<file path="src/rtl/otp_cmd_pkg.sv">
// Constants, opcodes and state encodings for the OTP and mode command core.
// Assumes a single 10 MHz system clock that samples the serial pins.
package otp_cmd_pkg;

    // ------------------------------------------------------------------
    // Clock and timing
    // ------------------------------------------------------------------
    localparam int CLK_PERIOD_NS = 100; // System clock period.
    localparam int OTP_PROGRAM_TIME_NS = 200000; // Program duration.
    localparam int OTP_TIMEOUT_NS = 400000; // Program gives up here.
    localparam int POWERDOWN_ENTRY_DELAY_NS = 3000; // Entry delay.
    localparam int POWERDOWN_RELEASE_DELAY_NS = 30000; // Release delay.
    localparam int RESET_RECOVERY_NS = 40000; // Reset recovery time.
    // Least times round up to whole clock cycles.
    localparam int OTP_PROGRAM_CYCLES =
        (OTP_PROGRAM_TIME_NS + CLK_PERIOD_NS - 1) / CLK_PERIOD_NS;
    localparam int OTP_TIMEOUT_CYCLES =
        (OTP_TIMEOUT_NS + CLK_PERIOD_NS - 1) / CLK_PERIOD_NS;
    localparam int POWERDOWN_ENTRY_CYCLES =
        (POWERDOWN_ENTRY_DELAY_NS + CLK_PERIOD_NS - 1) / CLK_PERIOD_NS;
    localparam int POWERDOWN_RELEASE_CYCLES =
        (POWERDOWN_RELEASE_DELAY_NS + CLK_PERIOD_NS - 1) / CLK_PERIOD_NS;
    localparam int RESET_RECOVERY_CYCLES =
        (RESET_RECOVERY_NS + CLK_PERIOD_NS - 1) / CLK_PERIOD_NS;
    localparam int TIMER_W = 16; // Width of the shared delay timer.

    // ------------------------------------------------------------------
    // Opcodes
    // ------------------------------------------------------------------
    localparam logic [7:0] OP_READ_OTP = 8'h4b;
    localparam logic [7:0] OP_PROGRAM_OTP = 8'h42;
    localparam logic [7:0] OP_WRITE_ENABLE = 8'h06;
    localparam logic [7:0] OP_READ_FLAGS = 8'h70;
    localparam logic [7:0] OP_CLEAR_FLAGS = 8'h50;
    localparam logic [7:0] OP_ENTER_4BYTE = 8'hb7;
    localparam logic [7:0] OP_EXIT_4BYTE = 8'he9;
    localparam logic [7:0] OP_ENTER_POWERDOWN = 8'hb9;
    localparam logic [7:0] OP_RELEASE_POWERDOWN = 8'hab;
    localparam logic [7:0] OP_ENTER_QUAD = 8'h35;
    localparam logic [7:0] OP_RESET_QUAD = 8'hf5;
    localparam logic [7:0] OP_RESET_ENABLE = 8'h66;
    localparam logic [7:0] OP_RESET = 8'h99;

    // ------------------------------------------------------------------
    // OTP array layout and flag status fields
    // ------------------------------------------------------------------
    localparam int OTP_BYTES = 65; // 64 data bytes plus control byte.
    localparam logic [6:0] OTP_LAST_ADDR = 7'h40; // Control byte.
    localparam logic [6:0] OTP_PTR_FULL = 7'h41; // Program buffer full.
    localparam int OTP_LOCK_BIT = 0; // Lock bit in the control byte.
    localparam logic [7:0] OTP_ERASED = 8'hff; // Unprogrammed byte.
    localparam int DUMMY_BYTES = 1; // Dummy clocks of a read, in bytes.
    localparam int FLAG_READY_BIT = 7; // Controller ready.
    localparam int FLAG_FAIL_BIT = 4; // Program failure.
    localparam int FLAG_PROT_BIT = 1; // Protection error.

    // ------------------------------------------------------------------
    // Device states, Gray coded along idle-enter-down-wake
    // ------------------------------------------------------------------
    typedef enum logic [2:0] {
        ST_IDLE = 3'h0,
        ST_PROG = 3'h4,
        ST_DPD_ENTER = 3'h1,
        ST_DPD = 3'h3,
        ST_WAKE = 3'h2
    } dev_state_t;

endpackage

</file>
<file path="src/rtl/pin_filter.sv">
// Three-stage synchroniser with agreement filter for asynchronous pins.
// Assumes the pins change slowly against the sampling clock.
module pin_filter
    import otp_cmd_pkg::*;
#(
    parameter int W = 3,
    parameter logic [W-1:0] RESET_VAL = '0
) (
    input wire logic clk_in,
    input wire logic rst_n_in,
    input wire logic [W-1:0] pin_in,
    output logic [W-1:0] level_out
);

    // ------------------------------------------------------------------
    // State
    // ------------------------------------------------------------------
    typedef struct packed {
        logic [W-1:0] ff1; // First stage, read only by the second.
        logic [W-1:0] ff2; // Second stage.
        logic [W-1:0] ff3; // Third stage.
        logic [W-1:0] level; // Accepted level.
    } filt_t;

    filt_t r; // Registered state.
    filt_t next_r; // Next state.

    // A bit is accepted once the second and third stages agree.
    always_comb begin
        next_r = r;
        next_r.ff1 = pin_in;
        next_r.ff2 = r.ff1;
        next_r.ff3 = r.ff2;
        next_r.level = (~(r.ff2 ^ r.ff3) & r.ff2)
            | ((r.ff2 ^ r.ff3) & r.level);
    end

    // Registers all stages.
    always_ff @(posedge clk_in or negedge rst_n_in) begin
        if (!rst_n_in) begin
            r <= {RESET_VAL, RESET_VAL, RESET_VAL, RESET_VAL};
        end else begin
            r <= next_r;
        end
    end

    assign level_out = r.level;

endmodule

</file>
<file path="src/rtl/otp_mode_cmd_core.sv">
// Serial command core: OTP read and program, address width, deep
// power-down and quad mode. Assumes a host driving select, clock and
// data far slower than REF_CLK_IN, which samples and edge-detects them.
module otp_mode_cmd_core
    import otp_cmd_pkg::*;
#(
    parameter int PROGRAM_CYCLES = OTP_PROGRAM_CYCLES,
    parameter int TIMEOUT_CYCLES = OTP_TIMEOUT_CYCLES,
    parameter int ENTRY_CYCLES = POWERDOWN_ENTRY_CYCLES,
    parameter int RELEASE_CYCLES = POWERDOWN_RELEASE_CYCLES,
    parameter int RECOVERY_CYCLES = RESET_RECOVERY_CYCLES
) (
    input wire logic REF_CLK_IN,
    input wire logic RST_N_IN,
    input wire logic SEL_N_IN,
    input wire logic SERIAL_CLK_IN,
    input wire logic SERIAL_IN_LINE_IN,
    input wire logic PROGRAM_FAULT_IN,
    output logic SERIAL_OUT_LINE_OUT,
    output logic SERIAL_OUT_LINE_OE_OUT,
    output logic WRITE_ENABLE_LATCH_OUT,
    output logic WRITE_IN_PROGRESS_OUT,
    output logic [7:0] FLAG_STATUS_OUT,
    output logic FOUR_BYTE_MODE_OUT,
    output logic QUAD_MODE_OUT,
    output logic DEEP_POWER_DOWN_OUT
);

    // ------------------------------------------------------------------
    // Pin sampling
    // ------------------------------------------------------------------
    logic [2:0] pins; // Filtered select, clock and data.
    logic sel_n; // Filtered select, low during a frame.
    logic sclk; // Filtered serial clock.
    logic din; // Filtered serial input line.

    pin_filter #(
        .W(3),
        .RESET_VAL(3'h4)
    ) u_pins (
        .clk_in(REF_CLK_IN),
        .rst_n_in(RST_N_IN),
        .pin_in({SEL_N_IN, SERIAL_CLK_IN, SERIAL_IN_LINE_IN}),
        .level_out(pins)
    );

    assign sel_n = pins[2];
    assign sclk = pins[1];
    assign din = pins[0];

    // ------------------------------------------------------------------
    // State
    // ------------------------------------------------------------------
    typedef struct packed {
        dev_state_t state; // Device state.
        logic [TIMER_W-1:0] timer; // Shared delay timer.
        logic sel_d; // Select level of the previous cycle.
        logic clk_d; // Serial clock level of the previous cycle.
        logic [2:0] bit_idx; // Bit within the current byte.
        logic [7:0] byte_idx; // Completed bytes, saturating.
        logic [6:0] shift; // Input shift register.
        logic [7:0] opcode; // Opcode of the current frame.
        logic [31:0] addr; // Address bytes received.
        logic [6:0] wptr; // Program buffer write index.
        logic has_data; // A program data byte arrived.
        logic [6:0] rptr; // Read index into the array.
        logic [7:0] out_shift; // Output shift register.
        logic [2:0] out_cnt; // Bits shifted out of this byte.
        logic dout; // Output line value.
        logic oe; // Output line enable.
        logic write_enable_latch; // Write enable latch.
        logic four_byte; // 4-byte addressing active.
        logic quad; // Quad protocol active.
        logic rst_armed; // Reset enable seen last frame.
        logic flag_prot; // Protection error flag.
        logic flag_fail; // Program failure flag.
        logic [OTP_BYTES-1:0][7:0] mem; // OTP array and control byte.
        logic [OTP_BYTES-1:0][7:0] pbuf; // Program data buffer.
    } core_t;

    core_t r; // Registered state.
    core_t next_r; // Next state.

    // ------------------------------------------------------------------
    // Derived terms
    // ------------------------------------------------------------------
    logic [7:0] flags; // Flag status byte.
    logic [7:0] new_byte; // Byte completed on this rising edge.
    logic [7:0] addr_bytes; // Address bytes of this frame.
    logic [7:0] read_hdr; // Bytes before read data starts.
    logic reading; // Frame is an accepted read.
    logic exact8; // Frame held exactly one byte.
    logic whole; // Frame ended on a byte boundary.

    // Builds the flag byte; ready is low only while a program runs.
    always_comb begin
        flags = '0;
        flags[FLAG_READY_BIT] = (r.state != ST_PROG);
        flags[FLAG_FAIL_BIT] = r.flag_fail;
        flags[FLAG_PROT_BIT] = r.flag_prot;
    end

    assign new_byte = {r.shift, din};
    assign addr_bytes = r.four_byte ? 8'h04 : 8'h03;
    assign read_hdr = (r.opcode == OP_READ_FLAGS) ? 8'h01
        : 8'(8'h01 + addr_bytes + 8'(DUMMY_BYTES));
    assign exact8 = (r.byte_idx == 8'h01) && (r.bit_idx == 3'h0);
    assign whole = (r.bit_idx == 3'h0);

    // Only OTP reads in standby and flag reads in standby or programming
    // drive the output line.
    always_comb begin
        reading = 1'b0;
        if (r.opcode == OP_READ_OTP) begin
            reading = (r.state == ST_IDLE);
        end else if (r.opcode == OP_READ_FLAGS) begin
            reading = (r.state == ST_IDLE) || (r.state == ST_PROG);
        end
    end

    // ------------------------------------------------------------------
    // Next-state logic
    // ------------------------------------------------------------------
    always_comb begin
        logic [31:0] a; // Address after this byte.
        logic [6:0] p; // Advanced read index.
        a = '0;
        p = '0;
        next_r = r;
        next_r.sel_d = sel_n;
        next_r.clk_d = sclk;

        // Background timers of the device state machine.
        case (r.state)
            ST_IDLE: begin
                next_r.timer = '0;
            end
            ST_PROG: begin
                // Busy until the program time passes without a fault, or time runs out.
                next_r.timer = r.timer + 1'b1;
                if (!PROGRAM_FAULT_IN &&
                    r.timer >= TIMER_W'(PROGRAM_CYCLES - 1)) begin
                    next_r.mem = r.mem & r.pbuf;
                    next_r.write_enable_latch = 1'b0;
                    next_r.state = ST_IDLE;
                end else if (r.timer >= TIMER_W'(TIMEOUT_CYCLES - 1)) begin
                    next_r.flag_fail = 1'b1;
                    next_r.write_enable_latch = 1'b0;
                    next_r.state = ST_IDLE;
                end
            end
            ST_DPD_ENTER: begin
                // Power-down is reached only once the entry delay ends.
                if (r.timer == '0) begin
                    next_r.state = ST_DPD;
                end else begin
                    next_r.timer = r.timer - 1'b1;
                end
            end
            ST_DPD: begin
                next_r.timer = '0;
            end
            ST_WAKE: begin
                // Release or reset recovery; frames are ignored here.
                if (r.timer == '0) begin
                    next_r.state = ST_IDLE;
                end else begin
                    next_r.timer = r.timer - 1'b1;
                end
            end
            default: begin
                next_r.state = ST_IDLE;
                next_r.timer = '0;
            end
        endcase

        if (r.sel_d && !sel_n) begin
            // Frame start: clear the byte machinery.
            next_r.bit_idx = '0;
            next_r.byte_idx = '0;
            next_r.shift = '0;
            next_r.opcode = '0;
            next_r.addr = '0;
            next_r.out_cnt = '0;
            next_r.has_data = 1'b0;
            next_r.wptr = OTP_PTR_FULL;
            // A running program still needs its buffer; polls keep it.
            if (r.state != ST_PROG) begin
                next_r.pbuf = '1;
            end
            next_r.oe = 1'b0;
        end else if (!sel_n && !r.clk_d && sclk) begin
            // Rising serial edge: sample one bit.
            next_r.shift = new_byte[6:0];
            next_r.bit_idx = r.bit_idx + 1'b1;
            if (r.bit_idx == 3'h7) begin
                if (r.byte_idx != 8'hff) begin
                    next_r.byte_idx = r.byte_idx + 1'b1;
                end
                if (r.byte_idx == 8'h00) begin
                    next_r.opcode = new_byte;
                    // Mode commands act as soon as the opcode is in.
                    if (r.state == ST_IDLE) begin
                        if (new_byte == OP_ENTER_4BYTE) begin
                            next_r.four_byte = 1'b1;
                        end else if (new_byte == OP_EXIT_4BYTE) begin
                            next_r.four_byte = 1'b0;
                        end else if (new_byte == OP_ENTER_QUAD) begin
                            next_r.quad = !r.write_enable_latch | r.quad;
                        end else if (new_byte == OP_RESET_QUAD) begin
                            next_r.quad = 1'b0;
                        end
                    end
                end else if (r.byte_idx <= addr_bytes) begin
                    a = {r.addr[23:0], new_byte};
                    next_r.addr = a;
                    if (r.byte_idx == addr_bytes) begin
                        // Start index; out of range never wraps.
                        next_r.rptr = (a > 32'(OTP_LAST_ADDR))
                            ? OTP_LAST_ADDR : a[6:0];
                        next_r.wptr = (a > 32'(OTP_LAST_ADDR))
                            ? OTP_PTR_FULL : a[6:0];
                    end
                end else if (r.opcode == OP_PROGRAM_OTP &&
                             r.state == ST_IDLE) begin
                    // Program data; beyond the control byte it is lost.
                    next_r.has_data = 1'b1;
                    if (r.wptr <= OTP_LAST_ADDR) begin
                        next_r.pbuf[r.wptr] = new_byte;
                        next_r.wptr = r.wptr + 1'b1;
                    end
                end
                // Load the first output byte as the header completes.
                if (r.byte_idx + 8'h01 == read_hdr) begin
                    next_r.out_shift = (r.opcode == OP_READ_FLAGS)
                        ? flags : r.mem[next_r.rptr];
                end
                // A flag read answers right after its opcode byte.
                if (r.byte_idx == 8'h00 && new_byte == OP_READ_FLAGS) begin
                    next_r.out_shift = flags;
                end
            end
        end else if (!sel_n && r.clk_d && !sclk && reading &&
                     r.byte_idx >= read_hdr) begin
            // Falling serial edge in the data phase: present one bit.
            next_r.dout = r.out_shift[7];
            next_r.oe = 1'b1;
            next_r.out_shift = {r.out_shift[6:0], 1'b0};
            next_r.out_cnt = r.out_cnt + 1'b1;
            if (r.out_cnt == 3'h7) begin
                if (r.opcode == OP_READ_FLAGS) begin
                    next_r.out_shift = flags;
                end else begin
                    // Advance, then hold at the control byte.
                    p = (r.rptr == OTP_LAST_ADDR)
                        ? OTP_LAST_ADDR : r.rptr + 1'b1;
                    next_r.rptr = p;
                    next_r.out_shift = r.mem[p];
                end
            end
        end else if (!r.sel_d && sel_n) begin
            // Frame end: release the line and run end-of-frame commands.
            next_r.oe = 1'b0;
            next_r.rst_armed = 1'b0;
            case (r.state)
                ST_IDLE: begin
                    if (exact8 && r.opcode == OP_WRITE_ENABLE) begin
                        next_r.write_enable_latch = 1'b1;
                    end else if (exact8 && r.opcode == OP_CLEAR_FLAGS) begin
                        next_r.flag_prot = 1'b0;
                        next_r.flag_fail = 1'b0;
                    end else if (exact8 &&
                                 r.opcode == OP_ENTER_POWERDOWN) begin
                        next_r.state = ST_DPD_ENTER;
                        next_r.timer = TIMER_W'(ENTRY_CYCLES - 1);
                    end else if (r.opcode == OP_PROGRAM_OTP && r.write_enable_latch &&
                                 whole && r.has_data) begin
                        // Only whole frames with data start a program.
                        // Latch set, frame ended.
                        if (!r.mem[OTP_LAST_ADDR][OTP_LOCK_BIT]) begin
                            next_r.flag_prot = 1'b1;
                            next_r.flag_fail = 1'b1;
                        end else begin
                            next_r.state = ST_PROG;
                            next_r.timer = '0;
                        end
                    end
                end
                ST_DPD: begin
                    // Only release and the reset pair are heard here.
                    if (exact8 && r.opcode == OP_RELEASE_POWERDOWN) begin
                        next_r.state = ST_WAKE;
                        next_r.timer = TIMER_W'(RELEASE_CYCLES - 1);
                    end
                end
                default: begin
                    // Programming rejects power-down and program frames;
                    // the state is left to the timers so that a program
                    // finishing in this cycle is not held busy.
                    next_r.rst_armed = 1'b0;
                end
            endcase
            // Reset enable then reset, in any state that hears frames.
            if (exact8 && r.state != ST_WAKE &&
                r.state != ST_DPD_ENTER) begin
                if (r.opcode == OP_RESET_ENABLE) begin
                    next_r.rst_armed = 1'b1;
                end else if (r.opcode == OP_RESET && r.rst_armed) begin
                    next_r.state = ST_WAKE;
                    next_r.timer = TIMER_W'(RECOVERY_CYCLES - 1);
                    next_r.write_enable_latch = 1'b0;
                    next_r.four_byte = 1'b0;
                    next_r.quad = 1'b0;
                    next_r.flag_prot = 1'b0;
                    next_r.flag_fail = 1'b0;
                end
            end
        end
    end

    // ------------------------------------------------------------------
    // State register; hardware reset starts in reset recovery
    // ------------------------------------------------------------------
    always_ff @(posedge REF_CLK_IN or negedge RST_N_IN) begin
        if (!RST_N_IN) begin
            r <= '0;
            r.state <= ST_WAKE;
            r.timer <= TIMER_W'(RECOVERY_CYCLES - 1);
            r.sel_d <= 1'b1;
            r.wptr <= OTP_PTR_FULL;
            r.mem <= {OTP_BYTES{OTP_ERASED}};
            r.pbuf <= {OTP_BYTES{OTP_ERASED}};
        end else begin
            r <= next_r;
        end
    end

    // ------------------------------------------------------------------
    // Outputs
    // ------------------------------------------------------------------
    assign SERIAL_OUT_LINE_OUT = r.dout;
    assign SERIAL_OUT_LINE_OE_OUT = r.oe;
    assign WRITE_ENABLE_LATCH_OUT = r.write_enable_latch;
    assign WRITE_IN_PROGRESS_OUT = (r.state == ST_PROG);
    assign FLAG_STATUS_OUT = flags;
    assign FOUR_BYTE_MODE_OUT = r.four_byte;
    assign QUAD_MODE_OUT = r.quad;
    assign DEEP_POWER_DOWN_OUT = (r.state == ST_DPD);

endmodule

</file>
<file path="config.mk">
export PLATFORM = sky130hd
export DESIGN_NAME = otp_mode_cmd_core
export DESIGN_NICKNAME = d
export VERILOG_FILES = /design/src/rtl/otp_cmd_pkg.sv /design/src/rtl/pin_filter.sv /design/src/rtl/otp_mode_cmd_core.sv
export SDC_FILE = /design/constraint.sdc
export NUM_CORES = 2
export LEC_CHECK = 0
export BUFFER_PORTS_ARGS = -buffer_cell sky130_fd_sc_hd__buf_4
export CAP_MARGIN = 20
export CORE_UTILIZATION = 58
export DETAILED_ROUTE_END_ITERATION = 10
export GPL_ROUTABILITY_DRIVEN = 0
export PLACE_DENSITY_LB_ADDON = 0.15
export SLEW_MARGIN = 30
export SYNTH_ARGS = -nofsm -noshare
export SYNTH_HDL_FRONTEND = slang
export SYNTH_SLANG_ARGS = --single-unit
</file>
<file path="constraint.sdc">
create_clock -name REF_CLK_IN -period 3.4 [get_ports REF_CLK_IN]
set_clock_uncertainty 0.1 [all_clocks]
set_input_delay 0.68 -clock REF_CLK_IN [delete_from_list [all_inputs] [get_ports REF_CLK_IN]]
set_output_delay 0.68 -clock REF_CLK_IN [all_outputs]
set_load 0.05 [all_outputs]
</file>
# Word level (Yosys, flattened, before mapping)
# Cells that the tools add are included.
op_classes:
  addsub: 9
  n_lt_le_gt_ge: 10
  eq_ne: 44
  muxes: 120
  bitwise_logic: 10
  n_reduce_logical: 67
ops:
  columns: ["cell", "n"]
  rows:
  - ["$mux 520", 9]
  - ["$mux 521", 1]
  - ["$and 520x520->520", 1]
  - ["$bwmux 520", 1]
  - ["$mux 19", 14]
  - ["$mux 47", 4]
  - ["$mux 66", 2]
  - ["$bmux 8 s7", 2]
  - ["$mux 8", 11]
  - ["$mux 7", 10]
  - ["$mux 63", 1]
  - ["$demux 8 s7", 1]
  - ["$eq 8x7->1 const B", 6]
  - ["$eq 8x8->1 const B", 6]
  - ["$pmux 19 s2", 1]
  - ["$gt 32x7->1 const B", 1]
  - ["$mux 2", 16]
  - ["$mux 32", 1]
  - ["$pmux 16 s2", 1]
  - ["$mux 15", 2]
  - ["$mux 1", 27]
  - ["$mux 3", 9]
  - ["$reduce_bool 2->1", 13]
  - ["$lt 7x8->1 const B", 3]
  - ["54 further kinds", 117]
word_totals:
  reg_bits: 1157
  in_bits: 6
  out_inout_bits: 15
  wordCells: 416

# Longest topological paths before layout
depth:
  depth_word: 21
  mapped_depth: 18
  depth_no_buf: 14

# Cells and area by module
# Synthesis repeated with hierarchy kept, for this count alone.
hier_totals:
  hier_cells: 5374
  area_unflattened_um2: 53799.1
modules_own_cells:
  columns: ["mod", "instances", "cells_each", "area_each_um2", "seq_area_each_um2"]
  rows:
  - ["otp_mode_cmd_core", 1, 5356, 53437.5, 29966.2]
  - ["pin_filter", 1, 18, 361.6, 305.3]

# Worst setup path after synthesis
# Ideal clock, no wire load.
synth_timing:
  path_kind: "reg-to-reg"
  from: "register r, in the netlist FOUR_BYTE_MODE_OUT"
  to: "register r[1058] (netlist name)"
  setup_ns: 0.136
  arrival_ns: 3.578
  path_slack_ns: -0.414
  stages_incl_launch_ff: 16
  period_less_slack_ns: 3.814
  path_cell_list: "dfrtp_1 > inv_1 > ha_1 > and4b_1 > buf_2 > nand4_1 > or4_1 > buf_2 > nand2_4 > buf_8 > mux2_2 > a221o_1 > a211o_1 > and3_1 > a21oi_1 > o41ai_2"
synth_between:
  elab_chain_cells: 15
synth_lines:
  columns: ["item", "line", "rtl"]
  rows:
  - ["from (decl)", "otp_mode_cmd_core.sv:81", "core_t r;"]
  - ["from (signal assigned)", "otp_mode_cmd_core.sv:334", "r <= next_r;"]
  - ["$mux 3 (*)", "otp_mode_cmd_core.sv:104", "assign addr_bytes = r.four_byte ? 8'h04 : 8'h03;"]
  - ["parallel branches: the longest is 14 deep, another holds $le 8x3->1", null, null]
# Mark *: on every way between the ends. The select of a mux whose other input is x is not followed.
# A chain may end at the register's enable or synchronous reset.

# Final worst setup path
layout_timing:
  from: "register r[1059] (netlist name)"
  to: "register r[1052] (netlist name)"
layout_between:
  elab_chain_cells: 13
layout_lines:
  columns: ["item", "line", "rtl"]
  rows:
  - ["$mux 7", "otp_mode_cmd_core.sv:217", "if (r.byte_idx == addr_bytes) begin"]
  - ["$mux 7", "otp_mode_cmd_core.sv:214", "end else if (r.byte_idx <= addr_bytes) begin"]
  - ["$mux 47", "otp_mode_cmd_core.sv:200", "if (r.byte_idx == 8'h00) begin"]
  - ["$mux 47", "otp_mode_cmd_core.sv:196", "if (r.bit_idx == 3'h7) begin"]
  - ["$mux 47", "otp_mode_cmd_core.sv:192", "end else if (!sel_n && !r.clk_d && sclk) begin"]
  - ["$mux 47", "otp_mode_cmd_core.sv:177", "if (r.sel_d && !sel_n) begin"]
  - ["$bmux 8 s7", "otp_mode_cmd_core.sv:236", "? flags : r.mem[next_r.rptr];"]
  - ["$mux 8 (not written as such)", "otp_mode_cmd_core.sv:236", null]
  - ["$mux 8", "otp_mode_cmd_core.sv:236", null]
  - ["$mux 8", "otp_mode_cmd_core.sv:234", "if (r.byte_idx + 8'h01 == read_hdr) begin"]
  - ["$mux 8", "otp_mode_cmd_core.sv:239", "if (r.byte_idx == 8'h00 && new_byte == OP_READ_FLAGS) begin"]
  - ["$mux 63", "otp_mode_cmd_core.sv:196", null]
  - ["$mux 15 (*)", "otp_mode_cmd_core.sv:192", null]
# Every way passes the cells marked *; elsewhere a longest branch is shown, timed or not. The select of a mux whose other input is x is not followed.

==> metrics.md <==
| Metric | Value |
|---|---|
| Cells after Synth | 5358 |
| Synthesis Warnings | 0 |
| Outcome | finished, violations left |
| First-pass GRT wire length | 293000 um |
| Sw power | 6450 uW |
| Comb pwr share | 0.040 |
| RSZ-0062 raised after global routing | true |
| Initial antenna violation count | 7 |
| Worst-Margin Slew | 0.963 ns |
| Starting Density | 0.585 |
| Pins Over Slew Limit | 0 |
| Reported max-cap violation count | 0 |
| First-pass DRT Iterations | 11 |
| Synth Area per Inst | 10.2 sq um |
| Max Freq | 267 MHz |
| Max VDD drop | 455 uV |
| Yosys top cell area share | 0.507 |
| Die height | 309 um |
| Worst Path Arrival | 4.25 ns |
| EDFF count, synth | 0 |
| Post-synth cell types | 96 |
| Wirelength per Cell | 28.6 um |
| Drt total wl | 199000 um |
| R2r worst-path depth | 13 |
| Reg2reg end | r[1052] |
| Core area | 93300 sq um |
| Critical Path End | r[1052] |
| Failing checks | negative setup slack |
| Congestion Overflow GR | 0 |
| Vias per cell | 6.86 |
| Final core utilization | 0.697 |
| Root buffer cell | clkbuf_16 |
| FFs w/ async S/R, synth | 1.00 |
| R2r startpoint | r[1059] |
| Power per Cell Area | 434 nW/um^2 |
| Share of post-route cells with drive strength above 1 | 0.363 |
| Worst skew pair latency | 0.76 ns |
| Largest net degree at the start of global routing | 158 |
| CTS tree | built |
| Fillers | 6785 |
| CTS H-tree depth | 3 |
| # port buffers | 15 |
| CP Capture Type | flop |
| Switch share | 0.228 |
| Floorplan row count | 112 |
| Setup WS post-layout | -0.340 ns |
| Ports | 21 |
| Synth area leader | dfstp_2 |
| Crit Path Class | reg -> reg |
| Via Count | 47800 |
| Layout Nets | 5656 |
| Seq cells post-synth | 1157 |
| Int Pwr | 21800 uW |
| Crit-path max FO | 32 |
| Setup-failing EPs final | 8 |
| DRT iter0 DRCs | 7600 |
| Die W | 309 um |
| Placed Area | 59600 sq um |
| Vias in the first global route | 44900 |
| Design area | 65100 sq um |
| Leak | 0.0242 uW |
| CTS sink count | 1157 |
| Total track usage | 0.416 |
| Crit start category | flop |
| Beginning of the critical path | r[1059] |
| Main synth FF type | dfstp_2 |
| Fin crit period | 3.74 ns |
| Die ar. | 95300 sq um |
| Sequential share of power | 0.492 |
| Final HPWL DP | 134000 um |
| Clock power share | 0.468 |
| CP Data Required Time | 3.91 ns |
| Residual DRC | 0 |
| Worst-case clock buffer depth | 3 |
| Synth top area cells | dfstp_2 (51%), o21ai_0 (7.5%), o21a_1 (7.2%), nand2_1 (5.1%), dfrtp_1 (4.7%) |
| Hold Startpoint | u_pins.next_r[7] |
| Hold slack | 0.255 ns |
| Final ANT Viol Nets | 0 |
| Final hold viol count | 0 |
| Mapped Area | 54600 sq um |
| Period utilization | 1.10 |
| Clk pin slew, worst setup/hold paths | 0.07 ns |
| CTS buffer count | 114 |
| Final TNS setup | -1.94 ns |
| Register-to-register path setup slack | -0.34 ns |
| Relative slew slack | 0.348 |
| Area Overhead vs Synth | 19.2% |
| Hold Path Class | reg -> reg |
| Seq/Total Area, Yosys | 0.555 |
through the flow:
step	total power, uW	setup slack, ns	cells
5_1_grt	28900	-0.364	6971
3_3_place_gp	15200	-0.701	6717
6_report	28200	-0.340	6974
4_1_cts	28300	-0.234	6942
3_5_place_dp	15200	-0.684	6717
2_1_floorplan	14400	-0.141	5362
metal layers:
layer,GRT usage,up-vias,part of all wire
li1,-,19800,-
met1,0.571,23600,0.38
met2,0.576,3413,0.41
met3,0.146,1031,0.14
met4,0.224,6,0.071
met5,0.00354,-,0.00038
cell type report:
| type | count | area, sq um | share of cell area |
|---|---|---|---|
| Clock buffer | 165 | 3380 | 0.0520 |
| Sequential cell | 1157 | 30300 | 0.465 |
| Tap cell | 1254 | 1570 | 0.0241 |
| Timing Repair Buffer | 592 | 5690 | 0.0874 |
| Antenna cell | 5 | 12.5 | 0.000192 |
| Inverter | 23 | 88.8 | 0.00137 |
| Multi-Input combinational cell | 3742 | 23500 | 0.362 |
| Clock inverter | 36 | 523 | 0.00804 |
cells in the mapped netlist, types with 12 or more instances:
master / count
xnor2_1: 19
nor2_1: 239
a311oi_1: 16
buf_2: 52
ha_1: 20
nor3_1: 86
buf_1: 18
o22ai_1: 32
inv_1: 21
nand4_1: 44
nor4_1: 20
o21ai_0: 815
or3_1: 35
o21a_1: 525
nor2b_1: 20
dfstp_2: 1054
nand3_1: 176
and2_1: 15
clkbuf_1: 336
nand2b_1: 20
a21oi_1: 256
o221ai_1: 27
xor2_1: 14
nand2_1: 745
or2_2: 12
buf_6: 12
a211oi_1: 26
dfrtp_1: 103
buf_4: 19
a22oi_1: 20
and3_1: 31
a31oi_1: 49
a221oi_1: 20
a32oi_1: 42
mux2i_1: 175
mux4_2: 40
layout by cell type (no fill, tap or decap), types with 13 or more instances in the layout:
master     instances
dfstp_2         1054
o21ai_0          805
nand2_1          738
o21a_1           525
buf_4            480
a21oi_1          246
nor2_1           217
nand3_1          170
mux2i_1          162
clkbuf_16        125
dfrtp_1          101
buf_12            78
nor3_1            73
nand4_1           44
mux4_2            40
a31oi_1           39
a32oi_1           36
or3_1             30
and3_1            28
o22ai_1           28
o221ai_1          26
a211oi_1          23
clkbuf_1          23
clkbuf_8          23
nand2b_1          20
inv_1             19
nor2b_1           19
a22oi_1           19
buf_6             18
nor4_1            16
ha_1              16
xnor2_1           15
and2_1            14
a221oi_1          14
xor2_1            13
a311oi_1          13
nor2_4            13
clkinv_2          13
power groups by stage:
| stage | Sequential (uW) | Combinational, uW | Clock, uW |
|---|---|---|---|
| final | 13900 | 1130 | 13200 |
| after detailed placement | 14100 | 1090 | 0 |
| after CTS | 13900 | 1100 | 13300 |
| after global routing | 13900 | 1190 | 13800 |
| after floorplan | 14100 | 349 | 0 |
| after global placement | 14100 | 1090 | 0 |
critical path, cell delays in order, from the launching register on:
cell	delay [ns]
dfrtp_4	0.48
buf_4	0.16
buf_12	0.18
a21oi_4	0.27
buf_6	0.25
buf_4	0.23
mux4_2	0.52
nand2_1	0.15
nand3_1	0.21
a21oi_2	0.33
buf_4	0.18
o22ai_1	0.08
a211oi_1	0.30
o211ai_1	0.15
flip-flops by register name, indices dropped and copies added, names as in the netlist, named ones only:
register / cells
WRITE_ENABLE_LATCH_OUT: 1
u_pins.next_r: 6
u_pins.r: 3
FOUR_BYTE_MODE_OUT: 1
QUAD_MODE_OUT: 1
new_byte: 7
SERIAL_OUT_LINE_OE_OUT: 1
SERIAL_OUT_LINE_OUT: 1
r: 1131
FLAG_STATUS_OUT: 2
worst min path at each step:
stage,slack (ns),end,cells past startpoint
after floorplan,0.23,u_pins.next_r[3],0
after global placement,0.25,u_pins.next_r[3],0
after detailed placement,0.25,u_pins.next_r[4],0
after CTS,0.26,u_pins.next_r[4],0
after global routing,0.26,u_pins.next_r[4],0
final,0.25,u_pins.next_r[4],0
timing repair:
| item | 4_1_cts | 5_1_grt |
|---|---|---|
| pin swaps | 32 | 55 |
| cloned | 4 | 6 |
| endpoints found under the setup margin | 87 | 227 |
| resized for setup | 83 | 112 |
| endpoints found under the hold margin | 12 | 0 |
| buffers inserted | 17 | 26 |
| hold buffers | 4 | 0 |
cell families (layout without fill, tap and decap cells):
logic type                 count (synthesis)  in the layout  share of synthesized area
other                                      1             10                  0.0000687
buffers and inverters                    463            816                     0.0366
AOI/OAI and AO/OA                       1963           1963                      0.225
muxes                                    226            226                     0.0509
adders and majority gates                 23             23                    0.00513
xor gates and xnor gates                  33             33                    0.00530
DFF                                     1157           1157                      0.555
and+or+nand+nor                         1492           1492                      0.122
No activity file was read; power rests on OpenSTA's default activity.
